File: src/sbt_pkg.sv
// sbt_pkg: constants, instruction codes and state type of the boundary-scan test port
// assumes one system clock that oversamples the test clock pins
package sbt_pkg;
    localparam int IR_W = 3;
    localparam int ID_W = 32;
    localparam int BSR_LEN = 110;
    localparam int BSR_TRI_BIT = 109;
    localparam int RST_SEQ_LEN = 5;
    // instruction codes
    localparam logic [IR_W-1:0] INS_EXTEST = 3'h0;
    localparam logic [IR_W-1:0] INS_IDCODE = 3'h1;
    localparam logic [IR_W-1:0] INS_SAMPLEZ = 3'h2;
    localparam logic [IR_W-1:0] INS_SAMPLE = 3'h4;
    localparam logic [IR_W-1:0] INS_BYPASS = 3'h7;
    localparam logic [IR_W-1:0] IR_CAPTURE_VAL = 3'h1;
    // arbitrary neutral identification value, lsb set as the standard requires
    localparam logic [ID_W-1:0] ID_VALUE = 32'h0000_0001;
    localparam logic [BSR_LEN-1:0] BSR_UPD_RESET = '0;
    localparam logic PIN_PULLUP_LEVEL = 1'b1;
    localparam logic [1:0] SYNC_RESET = 2'h0;

    typedef enum logic [15:0] {
        ST_TLR = 16'h0001,
        ST_RTI = 16'h0002,
        ST_SEL_DR = 16'h0004,
        ST_CAP_DR = 16'h0008,
        ST_SH_DR = 16'h0010,
        ST_EX1_DR = 16'h0020,
        ST_PA_DR = 16'h0040,
        ST_EX2_DR = 16'h0080,
        ST_UPD_DR = 16'h0100,
        ST_SEL_IR = 16'h0200,
        ST_CAP_IR = 16'h0400,
        ST_SH_IR = 16'h0800,
        ST_EX1_IR = 16'h1000,
        ST_PA_IR = 16'h2000,
        ST_EX2_IR = 16'h4000,
        ST_UPD_IR = 16'h8000
    } sbt_state_t;
endpackage

File: src/sbt_bsr.sv
// sbt_bsr: boundary scan register, shift chain plus update latches
// assumes enables are one-cycle pulses from the test port controller
`timescale 1ns/1ps
module sbt_bsr
    import sbt_pkg::*;
(
    // clock and reset
    input wire logic clk_in,
    input wire logic rst_in,
    // control
    input wire logic capture_in,
    input wire logic shift_in,
    input wire logic update_in,
    input wire logic clear_in,
    // data
    input wire logic serial_in,
    input wire logic [BSR_LEN-1:0] par_in,
    output logic [BSR_LEN-1:0] chain_out,
    output logic [BSR_LEN-1:0] upd_out
);
    logic [BSR_LEN-1:0] chain_reg;
    logic [BSR_LEN-1:0] upd_reg;

    genvar i;
    generate
        for (i = 0; i < BSR_LEN; i++) begin : g_cell
            wire logic shift_src;
            // msb fed from serial in, lower cells from the one above
            if (i == BSR_LEN - 1) begin : g_top
                assign shift_src = serial_in;
            end else begin : g_mid
                assign shift_src = chain_reg[i+1];
            end
            always_ff @(posedge clk_in) begin
                if (rst_in) begin
                    chain_reg[i] <= 1'b0;
                end else if (capture_in) begin
                    chain_reg[i] <= par_in[i];
                end else if (shift_in) begin
                    chain_reg[i] <= shift_src;
                end
            end
            always_ff @(posedge clk_in) begin
                if (rst_in || clear_in) begin
                    upd_reg[i] <= BSR_UPD_RESET[i];
                end else if (update_in) begin
                    upd_reg[i] <= chain_reg[i];
                end
            end
        end
    endgenerate

    assign chain_out = chain_reg;
    assign upd_out = upd_reg;
endmodule

File: src/sbt_tap.sv
// sbt_tap: boundary-scan test access port controller of the memory
// assumes test pins are asynchronous and far slower than CLK_IN; RST_IN is power-up reset
`timescale 1ns/1ps
module sbt_tap
    import sbt_pkg::*;
(
    // clock and reset
    input wire logic CLK_IN,
    input wire logic RST_IN,
    // test pins
    input wire logic TCK_IN,
    input wire logic TMS_IN,
    input wire logic TDI_IN,
    output logic TDO_OUT,
    output logic TDO_OE_OUT,
    // memory pin ring
    input wire logic [BSR_LEN-1:0] RING_IN,
    output logic [BSR_LEN-1:0] RING_DRIVE_OUT,
    output logic EXTEST_OUT,
    output logic BUS_HIGHZ_OUT
);
    logic [1:0] tck_sync_reg;
    logic tck_last_reg;
    logic [1:0] tms_sync_reg;
    logic [1:0] tdi_sync_reg;
    logic [BSR_LEN-1:0] ring_s1_reg;
    logic [BSR_LEN-1:0] ring_s2_reg;
    sbt_state_t state_reg;
    sbt_state_t state_next;
    logic [IR_W-1:0] ir_reg;
    logic [IR_W-1:0] ir_sh_reg;
    logic [ID_W-1:0] id_sh_reg;
    logic bypass_reg;
    logic tdo_reg;
    logic tdo_oe_reg;
    logic extest_reg;
    logic highz_reg;
    logic [BSR_LEN-1:0] bsr_chain;

    // pin synchronisers; mode select and data in at the pulled-up level, test clock low, while in reset
    always_ff @(posedge CLK_IN) begin
        if (RST_IN) begin
            tck_sync_reg <= SYNC_RESET;
            tck_last_reg <= 1'b0;
            tms_sync_reg <= {2{PIN_PULLUP_LEVEL}};
            tdi_sync_reg <= {2{PIN_PULLUP_LEVEL}};
        end else begin
            tck_sync_reg <= {tck_sync_reg[0], TCK_IN};
            tck_last_reg <= tck_sync_reg[1];
            tms_sync_reg <= {tms_sync_reg[0], TMS_IN};
            tdi_sync_reg <= {tdi_sync_reg[0], TDI_IN};
        end
    end

    always_ff @(posedge CLK_IN) begin
        ring_s1_reg <= RING_IN;
        ring_s2_reg <= ring_s1_reg;
    end

    wire logic tck_rise = tck_sync_reg[1] & ~tck_last_reg;
    wire logic tck_fall = ~tck_sync_reg[1] & tck_last_reg;
    wire logic tms = tms_sync_reg[1];
    wire logic tdi = tdi_sync_reg[1];

    // controller next state
    always_comb begin
        case (state_reg)
            ST_TLR: state_next = tms ? ST_TLR : ST_RTI;
            ST_RTI: state_next = tms ? ST_SEL_DR : ST_RTI;
            ST_SEL_DR: state_next = tms ? ST_SEL_IR : ST_CAP_DR;
            ST_CAP_DR: state_next = tms ? ST_EX1_DR : ST_SH_DR;
            ST_SH_DR: state_next = tms ? ST_EX1_DR : ST_SH_DR;
            ST_EX1_DR: state_next = tms ? ST_UPD_DR : ST_PA_DR;
            ST_PA_DR: state_next = tms ? ST_EX2_DR : ST_PA_DR;
            ST_EX2_DR: state_next = tms ? ST_UPD_DR : ST_SH_DR;
            ST_UPD_DR: state_next = tms ? ST_SEL_DR : ST_RTI;
            ST_SEL_IR: state_next = tms ? ST_TLR : ST_CAP_IR;
            ST_CAP_IR: state_next = tms ? ST_EX1_IR : ST_SH_IR;
            ST_SH_IR: state_next = tms ? ST_EX1_IR : ST_SH_IR;
            ST_EX1_IR: state_next = tms ? ST_UPD_IR : ST_PA_IR;
            ST_PA_IR: state_next = tms ? ST_EX2_IR : ST_PA_IR;
            ST_EX2_IR: state_next = tms ? ST_UPD_IR : ST_SH_IR;
            ST_UPD_IR: state_next = tms ? ST_SEL_DR : ST_RTI;
            default: state_next = ST_TLR;
        endcase
    end

    // state moves only on a test clock rise
    always_ff @(posedge CLK_IN) begin
        if (RST_IN) begin
            state_reg <= ST_TLR;
        end else if (tck_rise) begin
            state_reg <= state_next;
        end
    end

    // decode of current state and instruction
    wire logic in_tlr = (state_reg == ST_TLR);
    wire logic act = tck_rise;
    wire logic cap_dr = act && (state_reg == ST_CAP_DR);
    wire logic sh_dr = act && (state_reg == ST_SH_DR);
    wire logic upd_dr = act && (state_reg == ST_UPD_DR);
    wire logic cap_ir = act && (state_reg == ST_CAP_IR);
    wire logic sh_ir = act && (state_reg == ST_SH_IR);
    wire logic upd_ir = act && (state_reg == ST_UPD_IR);
    wire logic sel_id = (ir_reg == INS_IDCODE);
    wire logic sel_bsr = (ir_reg == INS_EXTEST) || (ir_reg == INS_SAMPLE)
        || (ir_reg == INS_SAMPLEZ);
    wire logic sel_pre = (ir_reg == INS_EXTEST) || (ir_reg == INS_SAMPLE);
    wire logic in_shift = (state_reg == ST_SH_DR) || (state_reg == ST_SH_IR);
    wire logic in_ir_path = (state_reg == ST_SH_IR) || (state_reg == ST_EX1_IR)
        || (state_reg == ST_PA_IR) || (state_reg == ST_EX2_IR);
    // one register chosen, lsb toward data out; other codes fall to bypass
    wire logic dr_lsb = sel_id ? id_sh_reg[0] : (sel_bsr ? bsr_chain[0] : bypass_reg);
    wire logic path_lsb = in_ir_path ? ir_sh_reg[0] : dr_lsb;

    // instruction register
    always_ff @(posedge CLK_IN) begin
        if (RST_IN) begin
            ir_reg <= INS_IDCODE;
            ir_sh_reg <= IR_CAPTURE_VAL;
        end else if (in_tlr) begin
            ir_reg <= INS_IDCODE;
        end else if (cap_ir) begin
            ir_sh_reg <= IR_CAPTURE_VAL;
        end else if (sh_ir) begin
            ir_sh_reg <= {tdi, ir_sh_reg[IR_W-1:1]};
        end else if (upd_ir) begin
            ir_reg <= ir_sh_reg;
        end
    end

    // identification and bypass registers
    always_ff @(posedge CLK_IN) begin
        if (RST_IN) begin
            id_sh_reg <= ID_VALUE;
            bypass_reg <= 1'b0;
        end else begin
            if (cap_dr && sel_id) begin
                id_sh_reg <= ID_VALUE;
            end else if (sh_dr && sel_id) begin
                id_sh_reg <= {tdi, id_sh_reg[ID_W-1:1]};
            end
            if (cap_dr) begin
                bypass_reg <= 1'b0;
            end else if (sh_dr) begin
                bypass_reg <= tdi;
            end
        end
    end

    sbt_bsr u_bsr (
        .clk_in(CLK_IN),
        .rst_in(RST_IN),
        .capture_in(cap_dr && sel_bsr),
        .shift_in(sh_dr && sel_bsr),
        .update_in(upd_dr && sel_pre),
        .clear_in(in_tlr),
        .serial_in(tdi),
        .par_in(ring_s2_reg),
        .chain_out(bsr_chain),
        .upd_out(RING_DRIVE_OUT)
    );

    // data out and its enable change on test clock falls only
    always_ff @(posedge CLK_IN) begin
        if (RST_IN) begin
            tdo_reg <= 1'b0;
            tdo_oe_reg <= 1'b0;
        end else if (tck_fall) begin
            tdo_reg <= in_shift ? path_lsb : 1'b0;
            tdo_oe_reg <= in_shift;
        end
    end

    // memory bus control follows the instruction in effect
    always_ff @(posedge CLK_IN) begin
        if (RST_IN) begin
            extest_reg <= 1'b0;
            highz_reg <= 1'b0;
        end else begin
            extest_reg <= (ir_reg == INS_EXTEST);
            highz_reg <= (ir_reg == INS_SAMPLEZ)
                || ((ir_reg == INS_EXTEST) && !RING_DRIVE_OUT[BSR_TRI_BIT]);
        end
    end

    assign TDO_OUT = tdo_reg;
    assign TDO_OE_OUT = tdo_oe_reg;
    assign EXTEST_OUT = extest_reg;
    assign BUS_HIGHZ_OUT = highz_reg;

    // checks
    logic [2:0] tms_run_reg;
    always_ff @(posedge CLK_IN) begin
        if (RST_IN) begin
            tms_run_reg <= 3'h0;
        end else if (tck_rise) begin
            tms_run_reg <= !tms ? 3'h0 : (tms_run_reg == 3'h7 ? 3'h7 : tms_run_reg + 3'h1);
        end
    end
endmodule

File: config.mk
export PLATFORM = sky130hd
export DESIGN_NAME = sbt_tap
export DESIGN_NICKNAME = d
export VERILOG_FILES = /design/src/sbt_pkg.sv /design/src/sbt_bsr.sv /design/src/sbt_tap.sv
export SDC_FILE = /design/constraint.sdc
export NUM_CORES = 1
export LEC_CHECK = 0
export ABC_AREA = 1
export BUFFER_PORTS_ARGS = -buffer_cell sky130_fd_sc_hd__buf_2
export CORE_ASPECT_RATIO = 0.6
export CORE_MARGIN = 5
export CORE_UTILIZATION = 47
export DETAILED_ROUTE_END_ITERATION = 10
export PLACE_DENSITY = 0.67
export SLEW_MARGIN = 0
export SYNTH_ARGS = -nofsm -noshare
export SYNTH_HDL_FRONTEND = slang
export SYNTH_SLANG_ARGS = --single-unit
File: constraint.sdc
create_clock -name CLK_IN -period 4.9 [get_ports CLK_IN]
set_clock_uncertainty 0.1 [all_clocks]
set_input_delay 1.225 -clock CLK_IN [delete_from_list [all_inputs] [get_ports CLK_IN]]
set_output_delay 1.225 -clock CLK_IN [all_outputs]
set_load 0.1 [all_outputs]
After elaboration in Yosys (flattened, before gate mapping). Cells that the tools add are included.

Eq/ne operators: 19. Mux-type cells: 239. Reductions and logical operators: 32. Bitwise operators: 7.

Operators with widths (number): 2-to-1 mux 1 bit (224); case mux 16 bit (12 select lines) (1); 2-to-1 mux 16 bit (2); 2-to-1 mux 9 bit (2); == test 16 x 1 -> 1 bit, second input constant (1); == test 16 x 10 -> 1 bit, second input constant (1); == test 16 x 11 -> 1 bit, second input constant (1); == test 16 x 12 -> 1 bit, second input constant (1); == test 16 x 13 -> 1 bit, second input constant (1); == test 16 x 14 -> 1 bit, second input constant (1); == test 16 x 15 -> 1 bit, second input constant (1); == test 16 bit, second input constant (1); == test 16 x 2 -> 1 bit, second input constant (1); == test 16 x 3 -> 1 bit, second input constant (1); == test 16 x 4 -> 1 bit, second input constant (1); == test 16 x 5 -> 1 bit, second input constant (1); == test 16 x 6 -> 1 bit, second input constant (1); == test 16 x 7 -> 1 bit, second input constant (1); == test 16 x 8 -> 1 bit, second input constant (1); == test 16 x 9 -> 1 bit, second input constant (1); 2-to-1 mux 15 bit (1); 2-to-1 mux 13 bit (1); logical AND 1 bit (12); 2-to-1 mux 11 bit (1); other kinds (18) (37).

Output and inout bits: 114. Register bits: 506. Word-level logic and storage cells: 532.

Depth between registers and ports, before layout.
Depth after elaboration: 7. Depth in mapped cells: 12. Mapped depth without buffers: 11.

By module. Synthesis repeated with hierarchy kept, for this count alone.

Cell total of the unflattened synthesis: 2039. Area, all modules: 17395.4 um^2.

By module, submodules not included: sbt_bsr (times used 1, seq. area each 4404.2 um^2, area each 9851.9 um^2, cells an instance 1420); sbt_tap (times used 1, seq. area each 5725.5 um^2, area each 7543.5 um^2, cells an instance 619).

Worst setup path after synthesis. OpenSTA, ideal clock, no wires.

Kind: register to output. From: register u_bsr.upd_reg[109] (netlist: u_bsr.upd_out[109]). To: output RING_DRIVE_OUT[109]. Arrival: 0.937 ns. Buffers on the path: 0. Slack: 2.638 ns. Required time: 3.575 ns. Stages on the path, launching flop included: 1. Path through: dfxtp_1.

RTL lines: from (decl) (RTL line sbt_bsr.sv:22) `logic [BSR_LEN-1:0] upd_reg;`; from (signal, indexed assignment) (RTL line sbt_bsr.sv:45) `upd_reg[i] <= BSR_UPD_RESET[i];`; from (signal, indexed assignment) (RTL line sbt_bsr.sv:47) `upd_reg[i] <= chain_reg[i];`; to (decl) (RTL line sbt_tap.sv:18) `output logic [BSR_LEN-1:0] RING_DRIVE_OUT,`.

No word-level cell between the ends.

Worst setup path in the final report.
From: register state_reg[12]. To: register u_bsr.chain_reg[106] (netlist: u_bsr.g_cell[105].shift_src).

Word-level cells in the longest chain between the ends: 4.

RTL lines: from (decl) (RTL line sbt_tap.sv:28) `sbt_state_t state_reg;`; from (signal assigned) (RTL line sbt_tap.sv:93) `state_reg <= state_next;`; == test 16 x 4 -> 1 bit or == test 16 x 5 -> 1 bit (tied branches) (RTL line sbt_tap.sv:100, sbt_tap.sv:101); logical AND 1 bit (on tied branches) (RTL line sbt_tap.sv:100, sbt_tap.sv:101); logical AND 1 bit (on tied branches) (RTL line sbt_tap.sv:155, sbt_tap.sv:156); 2-to-1 mux 1 bit or nonzero test 2 bit (tied branches); to (signal, indexed assignment) (RTL line sbt_bsr.sv:38) `chain_reg[i] <= par_in[i];`; to (signal, indexed assignment) (RTL line sbt_bsr.sv:40) `chain_reg[i] <= shift_src;`; to (decl) (RTL line sbt_bsr.sv:21) `logic [BSR_LEN-1:0] chain_reg;`.

Parallel ways exist; a longest one is shown, timed or not. A chain may end at the register's enable or synchronous reset.

==> results_dict.tcl <==
set metrics [dict create \
    overflow 0 \
    antenna_found_initial 2 \
    ys_seq_area_frac 0.6001 \
    max_freq_mhz 308.3 \
    postLayoutCellArea_sq_mm 0.01966 \
    die_area_sq_mm 0.03993 \
    die_w_um 254.7 \
    cts_max_level 2 \
    drt_iter0_drc 890 \
    post-route-min-period_ns 3.244 \
    rsz0062_at_grt "no" \
    cts-root-buf "clkbuf_16" \
    hold_depth 0 \
    initial_core_util 0.4793 \
    required_ns 5.23 \
    cts_buffers 45 \
    cp-start-kind "register" \
    power.density_mw_per_mm2 409.5 \
    grt_pass1_wl_um 62220 \
    final_nets 2221 \
    core_area_sq_mm 0.03521 \
    worst_ep_arrival_time_ns 3.57 \
    syn_inst 1929 \
    vdd_drop_max_mv 0.2264 \
    multiInputGateArea_sq_mm 0.005119 \
    clock_sinks 506 \
    tightest_slew_ns 1.081 \
    hpwl_um 24680 \
    crit_top_cell "nand2_2" \
    routed_wl_um 39180 \
    final_cell_mix "dfxtp_1 (506), nand2_1 (454), inv_1 (254)" \
    maxCapViolCount 0 \
    hp-class "reg2reg" \
    cts_resized 0 \
    gp_congestion 0.8108 \
    grt_max_degree 167 \
    drt_pass1_iterations 8 \
    final_common_cell "dfxtp_1" \
    synthesis.nets 2044 \
    postLayoutCoreUtil 0.5584 \
    drive_gt1_frac 0.2040 \
    crit_path_cell_trace "nor2_1 > nand2_2 > nor2_2 > nand2_1 > nand2_2 > nand3_4 > inv_6 > buf_4 > a21oi_2" \
    place_inst 2526 \
    seqCellArea_sq_mm 0.01013 \
    cpPeakStageDelay_ns 0.57 \
    cts_tree "done" \
    post_synth_num_cell_types 27 \
    ys_ff_latch 506 \
    leakagePower_nw 8.791 \
    rows 53 \
    clk_path_buf_depth 3 \
    post_cts_buffers 0 \
    clk_latency_ns 0.56 \
    crit_slowest_cell "inv_6" \
    die_h_um 156.8 \
    hold_viol 0 \
    io_pins 229 \
    end_kind "register" \
    vias_per_cell 4.771 \
    syn_to_final_growth_pct 16.49 \
    drcViolationCount 0 \
    postCtsHoldBufs 0 \
    power.total_mw 8.051 \
    relSlewSlack 0.2791 \
    period_share 0.6620 \
    rr_worst_depth 9 \
    yosysWarnings 0 \
    via_count 12460 \
    path_max_fanout 37 \
    syn-cell-area_sq_mm 0.01688 \
    fillers 3138 \
    finalSetupViolCount 0 \
    fin_tns_setup_ns 0 \
    place_area_sq_mm 0.01809 \
    stdcell_count 2611 \
    port_buffers 228 \
    clk_pin_slew_worst_paths_ns 0.07 \
    grt_pass1_vias 12240 \
    outcome "finished clean" \
    finalMaxSlewViolations 0 \
    wl_per_cell_um 15.01 \
    drtAntennaViolNets 0 \
    grt_usage 0.1906 \
    syn-mean-instance-area_sq_um 8.750 \
    critPathKind "reg2reg" \
]
cells by family after synthesis:
logic type,Yosys count,share of synthesized area
flip-flops,506,0.6001
AO/OA/AOI/OAI,513,0.1754
AND/OR/NAND/NOR,541,0.1265
buffers and inverters,369,0.09792
final timing paths:
kind	start	slack [ns]	endpoint
max	state_reg[12]$_SDFFE_PP0P_	1.66	u_bsr.g_cell[105].shift_src$_SDFFE_PP0P_
min	ring_s1_reg[49]$_DFF_P_	0.22	ring_s2_reg[49]$_DFF_P_
max reg2reg	state_reg[12]$_SDFFE_PP0P_	1.66	u_bsr.g_cell[105].shift_src$_SDFFE_PP0P_
min reg2reg	ring_s1_reg[49]$_DFF_P_	0.22	ring_s2_reg[49]$_DFF_P_
per-stage QoR:
| step | setup slack (ns) | hold slack [ns] |
|---|---|---|
| final | 1.656 | 0.2239 |
| after global routing | 1.423 | 0.2294 |
| after CTS | 1.663 | 0.2241 |
| after detailed placement | 1.185 | 0.2121 |
| after global placement | 1.205 | 0.2117 |
| after floorplan | 2.638 | 0.2096 |
where the power goes:
group	leakage [nW]	internal (mW)	switching (mW)
Clock	0.758	2.16	1.53
Combinational	3.87	0.0453	0.0729
Sequential	4.16	4.21	0.0260
layer usage:
metal,vias to the layer above,track usage,share of wire
li1,6417,-,-
met1,5696,0.2646,0.48
met2,271,0.3045,0.45
met3,73,0.03638,0.048
met4,0,0.05947,0.027
met5,-,0,0
critical path, delay by kind of cell, from the launching register on:
| kind | cells | cell delay (ns) |
|---|---|---|
| buffers and inverters | 2 | 1.03 |
| AOI/OAI and AO/OA | 1 | 0.11 |
| DFF | 1 | 0.33 |
| and+or+nand+nor | 6 | 1.52 |
layout make-up:
cell class	instances	share of cell area
Antenna cell	2	0.0002545
Clock buffer	62	0.06516
Clock inverter	21	0.01470
Inverter	258	0.04970
Multi-Input combinational cell	1054	0.2603
Sequential cell	506	0.5152
Tap cell	467	0.02972
Timing Repair Buffer	241	0.06491
cells in the mapped netlist, drive strengths merged:
cell type    n  area share
clkbuf      66       0.015
o21bai       1     0.00044
nand3       26      0.0086
nand3b       1     0.00044
a2111oi      1     0.00052
buf         45       0.026
nor2        40      0.0096
a21oi      277        0.10
or2          5      0.0019
nand4        4      0.0015
dfxtp      506        0.60
o21ai      231       0.068
nand2      458        0.10
and3         2     0.00074
nor3         5      0.0015
inv        257       0.057
a211oi       1     0.00044
clkinv       1     0.00022
o211ai       2     0.00089
No activity file was read; power rests on OpenSTA's default activity.
